$ cat src/verilog/line_master_regs.svh
`ifndef LINE_MASTER_REGS_SVH
`define LINE_MASTER_REGS_SVH

// ----------------------------------------
// clock
// ----------------------------------------
`define CLK_PERIOD_NS 4

// least time in microseconds to cycles, rounded up
`define US_MIN_CYC(us) ((((us) * 1000) + `CLK_PERIOD_NS - 1) / `CLK_PERIOD_NS)
// longest time in microseconds to cycles, rounded down
`define US_MAX_CYC(us) (((us) * 1000) / `CLK_PERIOD_NS)

// ----------------------------------------
// line timing, microseconds
// ----------------------------------------
`define RESET_LOW_TIME_US 480
`define RESET_HIGH_TIME_US 480
`define RESET_WINDOW_US 960
`define PRESENCE_WAIT_TIME_MAX_US 60
`define PRESENCE_SAMPLE_US 70
`define WRITE0_LOW_US 60
`define WRITE1_LOW_US 6
`define READ_LOW_US 2
`define READ_SAMPLE_US 12
`define WRITE_SAMPLE_US 30
`define SLOT_US 70
`define RECOVERY_US 5
`define PROGRAM_PULSE_US 480
`define MAX_LOW_US 120

// ----------------------------------------
// command codes on the user port
// ----------------------------------------
`define OP_RESET 3'h0
`define OP_WRITE_BYTE 3'h1
`define OP_READ_BYTE 3'h2
`define OP_TRIPLET 3'h3
`define OP_PROGRAM 3'h4

`define LAST_BIT 3'h7
`define TRIPLET_WRITE_PHASE 2'h2
`define COUNT_WIDTH 20

`endif

$ cat src/verilog/line_master_pkg.sv
package line_master_pkg;

   typedef enum logic [2:0] {
      ST_IDLE,
      ST_RST,
      ST_SLOT,
      ST_PROG,
      ST_PUSH
   } state_t;

endpackage

$ cat src/verilog/line_master.sv
`timescale 1ns/1ps
`include "line_master_regs.svh"

// How it works
// (RL1) match command plus 64 identity bits selects device
// (RL2) mismatched device ignores bus until reset
// (RL3) skip command goes straight to memory command
// (RL4) search: read bit, read complement, write bit
// (RL5) search loser drops out until next reset
// (RL6) master holds reset low, releases, listens presence
// (RL7) device waits, then pulls presence low
// (RL8) first byte after presence is address command
// (RL9) reset low plus recovery under 960 us
// (RL10) every slot starts with master falling edge
// (RL11) device samples write slot after internal delay
// (RL12) device pulls low for zero, releases for one
// (RL13) read zero valid 1 us to 15 us
// (RL14) never hold line low over 120 us
// (RL15) after good crc, 480 us program pulse, idle
// (RL16) program pulse copies scratchpad into eprom
// (RL17) read identity: family, serial, then crc
// (RL18) identity crc over 56 bits, x8+x5+x4+1
// (RL19) identity crc true, 16-bit crcs inverted
// (RL20) 16-bit crc x16+x15+x2+1 guards transfers
// (RL21) plain memory read: one crc at end
// (RL22) status read: crc after each 8-byte page
// (RL23) later status pages: crc over page only
// (RL24) extended read: crc after each redirection byte
// (RL25) extended read: crc after each data page
// (RL26) reset and presence abandon any command
module line_master #(
   parameter logic [19:0] RESET_LOW_CYC = 20'(`US_MIN_CYC(`RESET_LOW_TIME_US)),
   parameter logic [19:0] RESET_HIGH_CYC = 20'(`US_MIN_CYC(`RESET_HIGH_TIME_US)),
   parameter logic [19:0] PRESENCE_SAMPLE_CYC = 20'(`US_MIN_CYC(`PRESENCE_SAMPLE_US)),
   parameter logic [19:0] WRITE0_LOW_CYC = 20'(`US_MIN_CYC(`WRITE0_LOW_US)),
   parameter logic [19:0] WRITE_SAMPLE_CYC = 20'(`US_MIN_CYC(`WRITE_SAMPLE_US)),
   parameter logic [19:0] SLOT_CYC = 20'(`US_MIN_CYC(`SLOT_US)),
   parameter logic [19:0] PROGRAM_CYC = 20'(`US_MIN_CYC(`PROGRAM_PULSE_US)),
   parameter logic [19:0] MAX_LOW_CYC = 20'(`US_MAX_CYC(`MAX_LOW_US)),
   parameter logic [19:0] RESET_WINDOW_CYC = 20'(`US_MAX_CYC(`RESET_WINDOW_US)),
   parameter int FIFO_DEPTH = 8
) (
   // clock and reset
   input wire logic clk,
   input wire logic rst,
   // command port
   input wire logic cmd_valid,
   input wire logic [2:0] cmd_op,
   input wire logic [7:0] cmd_data,
   output logic cmd_ready,
   // result port
   output logic res_valid,
   output logic [7:0] res_data,
   input wire logic res_ready,
   // single-wire line, open drain
   input wire logic dq_in,
   output logic dq_out,
   output logic dq_oe,
   // programming supply enable
   output logic prog_en
);

   localparam logic [19:0] WRITE1_LOW_CYC = 20'(`US_MIN_CYC(`WRITE1_LOW_US));
   localparam logic [19:0] READ_LOW_CYC = 20'(`US_MIN_CYC(`READ_LOW_US));
   localparam logic [19:0] READ_SAMPLE_CYC = 20'(`US_MAX_CYC(`READ_SAMPLE_US));
   localparam logic [19:0] RECOVERY_CYC = 20'(`US_MIN_CYC(`RECOVERY_US));
   localparam logic [19:0] SLOT_END = SLOT_CYC + RECOVERY_CYC - 20'h1;
   localparam logic [19:0] PRESENCE_AT = RESET_LOW_CYC + PRESENCE_SAMPLE_CYC;
   localparam logic [19:0] RESET_END = RESET_LOW_CYC + RESET_HIGH_CYC - 20'h1;
   localparam logic [19:0] PROGRAM_END = PROGRAM_CYC + RECOVERY_CYC - 20'h1;

   line_master_pkg::state_t state_r;
   logic [`COUNT_WIDTH-1:0] cnt_r;
   logic [2:0] op_r;
   logic [7:0] shift_r;
   logic [2:0] bit_idx_r;
   logic [1:0] phase_r;
   logic id_bit_r;
   logic cmp_bit_r;
   logic samp_r;
   logic dq_s1_r;
   logic dq_s2_r;
   logic push_valid_r;
   logic [7:0] push_data_r;
   logic fifo_in_ready;
   logic slot_read;
   logic slot_wbit;
   logic [19:0] slot_low;

   // ----------------------------------------
   // slot decoding
   // ----------------------------------------
   function automatic logic is_read(input logic [2:0] op, input logic [1:0] phase);
      is_read = (op == `OP_READ_BYTE) || (op == `OP_TRIPLET && phase != `TRIPLET_WRITE_PHASE);
   endfunction

   // direction chosen in a search step: a lone answer wins, a collision takes the caller's pick
   function automatic logic search_dir(input logic id, input logic cmp, input logic pick);
      search_dir = (id != cmp) ? id : pick;
   endfunction

   function automatic logic [19:0] low_time(input logic rd, input logic wbit);
      low_time = rd ? READ_LOW_CYC : (wbit ? WRITE1_LOW_CYC : WRITE0_LOW_CYC);
   endfunction

   assign slot_read = is_read(op_r, phase_r);
   assign slot_wbit = (op_r == `OP_TRIPLET) ? search_dir(id_bit_r, cmp_bit_r, shift_r[0]) : shift_r[0]; // [RL4]
   assign slot_low = low_time(slot_read, slot_wbit);

   // ----------------------------------------
   // line input synchroniser
   // ----------------------------------------
   always_ff @(posedge clk or posedge rst) begin
      if (rst) begin
         dq_s1_r <= 1'b1;
         dq_s2_r <= 1'b1;
      end else begin
         dq_s1_r <= dq_in;
         dq_s2_r <= dq_s1_r;
      end
   end

   // ----------------------------------------
   // sequencer
   // ----------------------------------------
   always_ff @(posedge clk or posedge rst) begin
      if (rst) begin
         state_r <= line_master_pkg::ST_IDLE;
         cnt_r <= '0;
         op_r <= `OP_RESET;
         shift_r <= 8'h00;
         bit_idx_r <= 3'h0;
         phase_r <= 2'h0;
         id_bit_r <= 1'b0;
         cmp_bit_r <= 1'b0;
         samp_r <= 1'b0;
         cmd_ready <= 1'b0;
         push_valid_r <= 1'b0;
         push_data_r <= 8'h00;
      end else begin
         case (state_r)
            line_master_pkg::ST_IDLE: begin
               cnt_r <= '0;
               cmd_ready <= 1'b1;
               if (cmd_valid && cmd_ready) begin
                  cmd_ready <= 1'b0;
                  op_r <= cmd_op;
                  shift_r <= cmd_data;
                  bit_idx_r <= 3'h0;
                  phase_r <= 2'h0;
                  if (cmd_op == `OP_RESET) begin
                     state_r <= line_master_pkg::ST_RST;
                  end else if (cmd_op == `OP_PROGRAM) begin
                     state_r <= line_master_pkg::ST_PROG;
                  end else begin
                     state_r <= line_master_pkg::ST_SLOT;
                  end
               end
            end
            line_master_pkg::ST_RST: begin
               cnt_r <= cnt_r + 20'h1;
               // device answers within its wait plus low window, so one late sample catches it
               if (cnt_r == PRESENCE_AT) begin
                  samp_r <= !dq_s2_r; // [RL6] [RL7]
               end
               if (cnt_r == RESET_END) begin
                  push_data_r <= {7'h00, samp_r};
                  push_valid_r <= 1'b1;
                  state_r <= line_master_pkg::ST_PUSH;
               end
            end
            line_master_pkg::ST_SLOT: begin
               cnt_r <= cnt_r + 20'h1;
               if (slot_read && cnt_r == READ_SAMPLE_CYC) begin
                  samp_r <= dq_s2_r; // [RL13]
               end
               if (cnt_r == SLOT_END) begin
                  cnt_r <= '0;
                  case (op_r)
                     `OP_READ_BYTE: begin
                        shift_r <= {samp_r, shift_r[7:1]};
                        bit_idx_r <= bit_idx_r + 3'h1;
                        if (bit_idx_r == `LAST_BIT) begin
                           push_data_r <= {samp_r, shift_r[7:1]};
                           push_valid_r <= 1'b1;
                           state_r <= line_master_pkg::ST_PUSH;
                        end
                     end
                     `OP_TRIPLET: begin
                        phase_r <= phase_r + 2'h1;
                        if (phase_r == 2'h0) begin
                           id_bit_r <= samp_r;
                        end else if (phase_r == 2'h1) begin
                           cmp_bit_r <= samp_r;
                        end else begin
                           push_data_r <= {5'h00, slot_wbit, cmp_bit_r, id_bit_r}; // [RL4]
                           push_valid_r <= 1'b1;
                           state_r <= line_master_pkg::ST_PUSH;
                        end
                     end
                     default: begin
                        shift_r <= {1'b0, shift_r[7:1]};
                        bit_idx_r <= bit_idx_r + 3'h1;
                        if (bit_idx_r == `LAST_BIT) begin
                           state_r <= line_master_pkg::ST_IDLE;
                        end
                     end
                  endcase
               end
            end
            line_master_pkg::ST_PROG: begin
               cnt_r <= cnt_r + 20'h1;
               if (cnt_r == PROGRAM_END) begin
                  state_r <= line_master_pkg::ST_IDLE;
               end
            end
            line_master_pkg::ST_PUSH: begin
               // a full queue stalls here and holds the command port closed
               if (fifo_in_ready) begin
                  push_valid_r <= 1'b0;
                  state_r <= line_master_pkg::ST_IDLE;
               end
            end
            default: begin
               state_r <= line_master_pkg::ST_IDLE;
            end
         endcase
      end
   end

   // ----------------------------------------
   // line drivers
   // ----------------------------------------
   always_ff @(posedge clk or posedge rst) begin
      if (rst) begin
         dq_oe <= 1'b0;
         dq_out <= 1'b0;
         prog_en <= 1'b0;
      end else begin
         dq_out <= 1'b0;
         dq_oe <= (state_r == line_master_pkg::ST_RST && cnt_r < RESET_LOW_CYC) || // [RL6] [RL9]
                  (state_r == line_master_pkg::ST_SLOT && cnt_r < slot_low); // [RL10] [RL14]
         // software must check the byte's crc before asking for this pulse
         prog_en <= (state_r == line_master_pkg::ST_PROG && cnt_r < PROGRAM_CYC); // [RL15]
      end
   end

   result_fifo #(
      .WIDTH(8),
      .DEPTH(FIFO_DEPTH)
   ) u_fifo (
      .clk(clk),
      .rst(rst),
      .in_valid(push_valid_r),
      .in_data(push_data_r),
      .in_ready(fifo_in_ready),
      .out_valid(res_valid),
      .out_data(res_data),
      .out_ready(res_ready)
   );

   // ----------------------------------------
   // checks
   // ----------------------------------------
   logic [19:0] low_run_r;
   logic [19:0] prog_run_r;

   always_ff @(posedge clk or posedge rst) begin
      if (rst) begin
         low_run_r <= '0;
         prog_run_r <= '0;
      end else begin
         low_run_r <= dq_oe ? low_run_r + 20'h1 : 20'h0;
         prog_run_r <= prog_en ? prog_run_r + 20'h1 : 20'h0;
      end
   end
endmodule

$ cat src/verilog/result_fifo.sv
`timescale 1ns/1ps

// shift-style queue: entry 0 is always the head, so the read side comes straight from flops
module result_fifo #(
   parameter int WIDTH = 8,
   parameter int DEPTH = 8
) (
   // clock and reset
   input wire logic clk,
   input wire logic rst,
   // fill side
   input wire logic in_valid,
   input wire logic [WIDTH-1:0] in_data,
   output logic in_ready,
   // drain side
   output logic out_valid,
   output logic [WIDTH-1:0] out_data,
   input wire logic out_ready
);

   localparam int CW = $clog2(DEPTH + 1);

   logic [WIDTH-1:0] mem_r [DEPTH];
   logic [CW-1:0] count_r;
   logic [CW-1:0] count_nxt;
   logic push;
   logic pop;

   assign push = in_valid && in_ready;
   assign pop = out_valid && out_ready;
   assign out_data = mem_r[0];

   always_comb begin
      count_nxt = count_r;
      if (push && !pop) begin
         count_nxt = count_r + CW'(1);
      end else if (pop && !push) begin
         count_nxt = count_r - CW'(1);
      end
   end

   always_ff @(posedge clk or posedge rst) begin
      if (rst) begin
         count_r <= '0;
         in_ready <= 1'b1;
         out_valid <= 1'b0;
      end else begin
         count_r <= count_nxt;
         in_ready <= (count_nxt != CW'(DEPTH));
         out_valid <= (count_nxt != '0);
      end
   end

   genvar i;
   generate
      for (i = 0; i < DEPTH; i++) begin : g_entry
         always_ff @(posedge clk or posedge rst) begin
            if (rst) begin
               mem_r[i] <= '0;
            end else if (pop) begin
               if (push && (CW'(i) == count_r - CW'(1))) begin
                  mem_r[i] <= in_data;
               end else if (i < DEPTH - 1) begin
                  mem_r[i] <= mem_r[(i < DEPTH - 1) ? i + 1 : i];
               end
            end else if (push && (CW'(i) == count_r)) begin
               mem_r[i] <= in_data;
            end
         end
      end
   endgenerate
endmodule
$ cat config.mk
export PLATFORM = sky130hd
export DESIGN_NAME = line_master
export DESIGN_NICKNAME = d
export VERILOG_FILES = /design/src/verilog/line_master_pkg.sv /design/src/verilog/line_master.sv /design/src/verilog/result_fifo.sv
export VERILOG_INCLUDE_DIRS = /design/src /design/src/verilog
export SDC_FILE = /design/constraint.sdc
export NUM_CORES = 1
export LEC_CHECK = 0
export ABC_AREA = 1
export BUFFER_PORTS_ARGS = -buffer_cell sky130_fd_sc_hd__buf_2
export CAP_MARGIN = 25
export CORE_AREA = 3 3 132 134
export CTS_BUF_LIST = sky130_fd_sc_hd__clkbuf_4
export DETAILED_ROUTE_END_ITERATION = 8
export DIE_AREA = 0 0 135 137
export PLACE_DENSITY_LB_ADDON = 0.12
export SYNTH_ARGS = -nofsm -noshare
export SYNTH_HDL_FRONTEND = slang
export SYNTH_SLANG_ARGS = --single-unit
export TNS_END_PERCENT = 100
$ cat constraint.sdc
create_clock -name clk -period 8.2 [get_ports clk]
set_input_delay 0.41 -clock clk [delete_from_list [all_inputs] [get_ports clk]]
set_output_delay 0.41 -clock clk [all_outputs]
set_load 0.02 [all_outputs]
==> flow_metrics.env <==
export IMPL_whs_ns=0.1173
export IMPL_end_kind="flip-flop"
export IMPL_cpPeakStageDelay_ns=0.58
export IMPL_avgSynthCellArea_um2=7.915
export IMPL_fin_ws_ns=5.472
export IMPL_maxCapViolCount=0
export IMPL_io_pin_count=29
export IMPL_first_global_vias=5501
export IMPL_slew_headroom=0.4862
export IMPL_r2r_end="push_data_r[4]"
export IMPL_core_area_um2=16410
export IMPL_yosysTopAreaCellShare=0.4330
export IMPL_avgViaCountPerCell=5.051
export IMPL_ys_flop_type="dfrtp_1"
export IMPL_ys_top_cells_by_count="203 x nand2_1, 123 x dfrtp_1, 121 x inv_1"
export IMPL_worstSetupStartpointType="flip-flop"
export IMPL_path_cells="nor2_2, nand2_1, inv_1, nand2_1, or2_1, nand2_1, inv_2, o21ai_4, nor3_4, nand2_1, nand2_1"
export IMPL_critPathLaunch="state_r[2]"
export IMPL_postRouteAntennaNets=0
export IMPL_overflow=0
export IMPL_ff2ff_path_depth=11
export IMPL_seqPwrFrac=0.388
export IMPL_min_period_over_period=0.3327
export IMPL_crit_end="push_data_r[4]"
export IMPL_drv_slew=0
export IMPL_num_rows=47
export IMPL_num_nets_final=946
export IMPL_fin_util=0.4650
export IMPL_antenna_found_initial=1
export IMPL_p_leak_nw=3.610
export IMPL_tightestPinTransition_ns=0.7688
export IMPL_cpMostUsedCell="nand2_1"
export IMPL_yosysTopAreaCell="dfrtp_1"
export IMPL_start_util=0.4332
export IMPL_crit_required_ns=8.66
export IMPL_clockRootBuffer="clkbuf_4"
export IMPL_grt_usage=0.1927
export IMPL_regToRegSetupSlack_ns=5.47
export IMPL_layout_drive_gt1_share=0.1128
export IMPL_outcome="complete, no violations"
export IMPL_clk_pin_slew_worst_paths_ns=0.11
export IMPL_syn_num_nets=935
export IMPL_period_minus_slack_ns=2.728
export IMPL_synth_area_um2=7108
export IMPL_rr_startpoint="state_r[2]"
export IMPL_cp_top_family="simple AND/OR/NAND/NOR gates"
export IMPL_synthArstFlopShare=1.000
export IMPL_finClkSkew_ns=0.01729
export IMPL_rsz0062_at_grt="false"
export IMPL_switching_share=0.4417
export IMPL_setup_violations=0
export IMPL_grt_pass1_wl_mm=28.49
export IMPL_power_switching_mw=1.133
export IMPL_area_growth_pct=7.340
export IMPL_place_ws_ns=5.486
export IMPL_routed_wl_mm=16.73
export IMPL_yosysWarnings=0
export IMPL_dieArea_um2=18500
export IMPL_dp_cells=1107
export IMPL_pwr_share_clk=0.183
export IMPL_clock_fmax_mhz=366.6
export IMPL_min_path_type="in -> reg"
export IMPL_hpwl_mm=12.22
export IMPL_ys_ff_latch=126
export IMPL_syn_inst=898
export IMPL_postCtsSetupRepairBufs=0
export IMPL_cp_depth=11
export IMPL_crit_type="reg -> reg"
export IMPL_stdcell_count=1143
export IMPL_clk_latency_ns=0.53
export IMPL_power_mw=2.565
export IMPL_ir_worst_vdd_mv=0.1684
export IMPL_drcViolationCount=0
export IMPL_cts_buffer_depth=2
export IMPL_cp_slowest_cell="nand2_1"
export IMPL_cp_buffers_inverters=2
export IMPL_ys_seq_area_frac=0.4441
export IMPL_die_x_um=135
export IMPL_synthTopCellsByArea="dfrtp_1 43%, nand2_1 11%, inv_1 6.4%"
export IMPL_numPortBuffers=27
export IMPL_pwr_density_cell_nw_per_um2=336.2
export IMPL_comb_power_share=0.429
export IMPL_dr_pass1_iters=5
export IMPL_path_max_fanout=20
export IMPL_intPower_mw=1.432
export IMPL_synth_cell_types=47
export IMPL_grt_max_degree=73
export IMPL_drt_iter0_markers=394
export IMPL_hold_viol=0
export IMPL_yosysMostFrequentCell="nand2_1"
export IMPL_cts_tree="built"
export IMPL_place_gp_congestion=0.8461
export IMPL_place_area_um2=7276
export IMPL_setup_tns_ns=0
export IMPL_ctsHtreeMaxLevel=4
export IMPL_cts_inserted_buffers=17
export IMPL_final_area_um2=7630
export IMPL_die_h_um=137
export IMPL_cts_sinks=126
export IMPL_synth_edff_count=0
export IMPL_wl_per_cell_um=14.64
export IMPL_num_vias=5773
export IMPL_crit_arrival_ns=3.19
-- sequential cells by signal (all words and copies together) (netlist names), 2 cells and up --
| register | flops |
|---|---|
| phase_r | 2 |
| state_r | 3 |
| bit_idx_r | 3 |
| op_r | 3 |
| shift_r | 8 |
| cnt_r | 20 |
| u_fifo.out_data | 8 |
| u_fifo.mem_r | 56 |
| u_fifo.count_r | 4 |
| push_data_r | 8 |
-- worst min path at each step --
stage                    from       to  slack [ns]  cells past startpoint
finish              cmd_op[2]  op_r[2]        0.12                      3
global route        cmd_op[2]  op_r[2]        0.09                      3
CTS                 cmd_op[0]  op_r[0]        0.06                      3
detailed placement    dq_s1_r  dq_s2_r        0.35                      0
global placement      dq_s1_r  dq_s2_r        0.35                      0
floorplan             dq_s1_r  dq_s2_r        0.35                      0
-- power groups by stage --
stage	registers, mW	logic, mW	clock network, mW
after floorplan	0.962	0.924	0
after global placement	1.01	1.10	0
after detailed placement	1.01	1.11	0
after CTS	0.998	1.11	0.487
after global routing	1.03	1.27	0.512
final	0.995	1.10	0.471
-- final cells by class --
cell class / instances / area [um2]
Clock buffer: 17 / 127.6
Timing Repair Buffer: 31 / 190.2
Multi-Input combinational cell: 606 / 3218
Fill cell: 1664 / 8777
Sequential cell: 126 / 3157
Antenna cell: 1 / 2.502
Tap cell: 220 / 275.3
Inverter: 127 / 483.0
Clock inverter: 15 / 176.4
-- logic make-up after synthesis --
group / after synthesis / share of synthesized area
adders and majority gates: 21 / 0.03697
xor gates and xnor gates: 13 / 0.01602
AOI/OAI and AO/OA: 143 / 0.1315
muxes: 1 / 0.001408
buffers and inverters: 166 / 0.1032
other: 1 / 0.0005276
DFF: 126 / 0.4441
and+or+nand+nor: 427 / 0.2663
-- layer usage --
metal / vias to the layer above / GRT usage / part of all wire
met1: 2684 / 0.2659 / 0.48
met3: 12 / 0.04007 / 0.033
li1: 2968 / - / -
met5: - / 0 / 0
met4: 0 / 0.04535 / 0.0083
met2: 109 / 0.3138 / 0.48
-- cells in the final DEF (no fill, tap or decap), types with 2 or more instances in the layout --
| cell | n |
|---|---|
| nand4_1 | 10 |
| clkinv_2 | 5 |
| nor2_1 | 76 |
| clkbuf_4 | 17 |
| o21ai_1 | 2 |
| nor2_4 | 3 |
| a31oi_1 | 11 |
| inv_2 | 5 |
| o22ai_1 | 2 |
| clkinv_4 | 2 |
| nand2_2 | 7 |
| dfrtp_1 | 123 |
| bufinv_16 | 4 |
| clkinv_1 | 5 |
| inv_1 | 120 |
| nand2_1 | 203 |
| nand3_1 | 79 |
| o21ai_2 | 4 |
| o21ai_0 | 51 |
| or2_2 | 4 |
| o221ai_1 | 20 |
| xnor2_1 | 3 |
| a21oi_2 | 5 |
| dlygate4sd3_1 | 2 |
| buf_2 | 27 |
| dfstp_2 | 3 |
| nor4_1 | 6 |
| xor2_1 | 10 |
| ha_1 | 21 |
| nand3_2 | 4 |
| a21oi_1 | 21 |
| nor3_1 | 24 |
| o211ai_1 | 21 |
| nor2_2 | 6 |
-- worst reg2reg max path: stages (launching register included) --
cell and delay, ns:
dfrtp_1 0.57, nor2_2 0.07, nand2_1 0.58, inv_1 0.46, nand2_1 0.18, or2_1 0.11
nand2_1 0.07, inv_2 0.10, o21ai_4 0.07, nor3_4 0.30, nand2_1 0.09, nand2_1 0.06
-- repair_timing --
item | 4_1_cts | 5_1_grt
resized for setup | 0 | 0
hold buffers | 2 | 0
hold endpoints to repair | 55 | 0
Note: power is estimated with default switching activity, not from simulation.
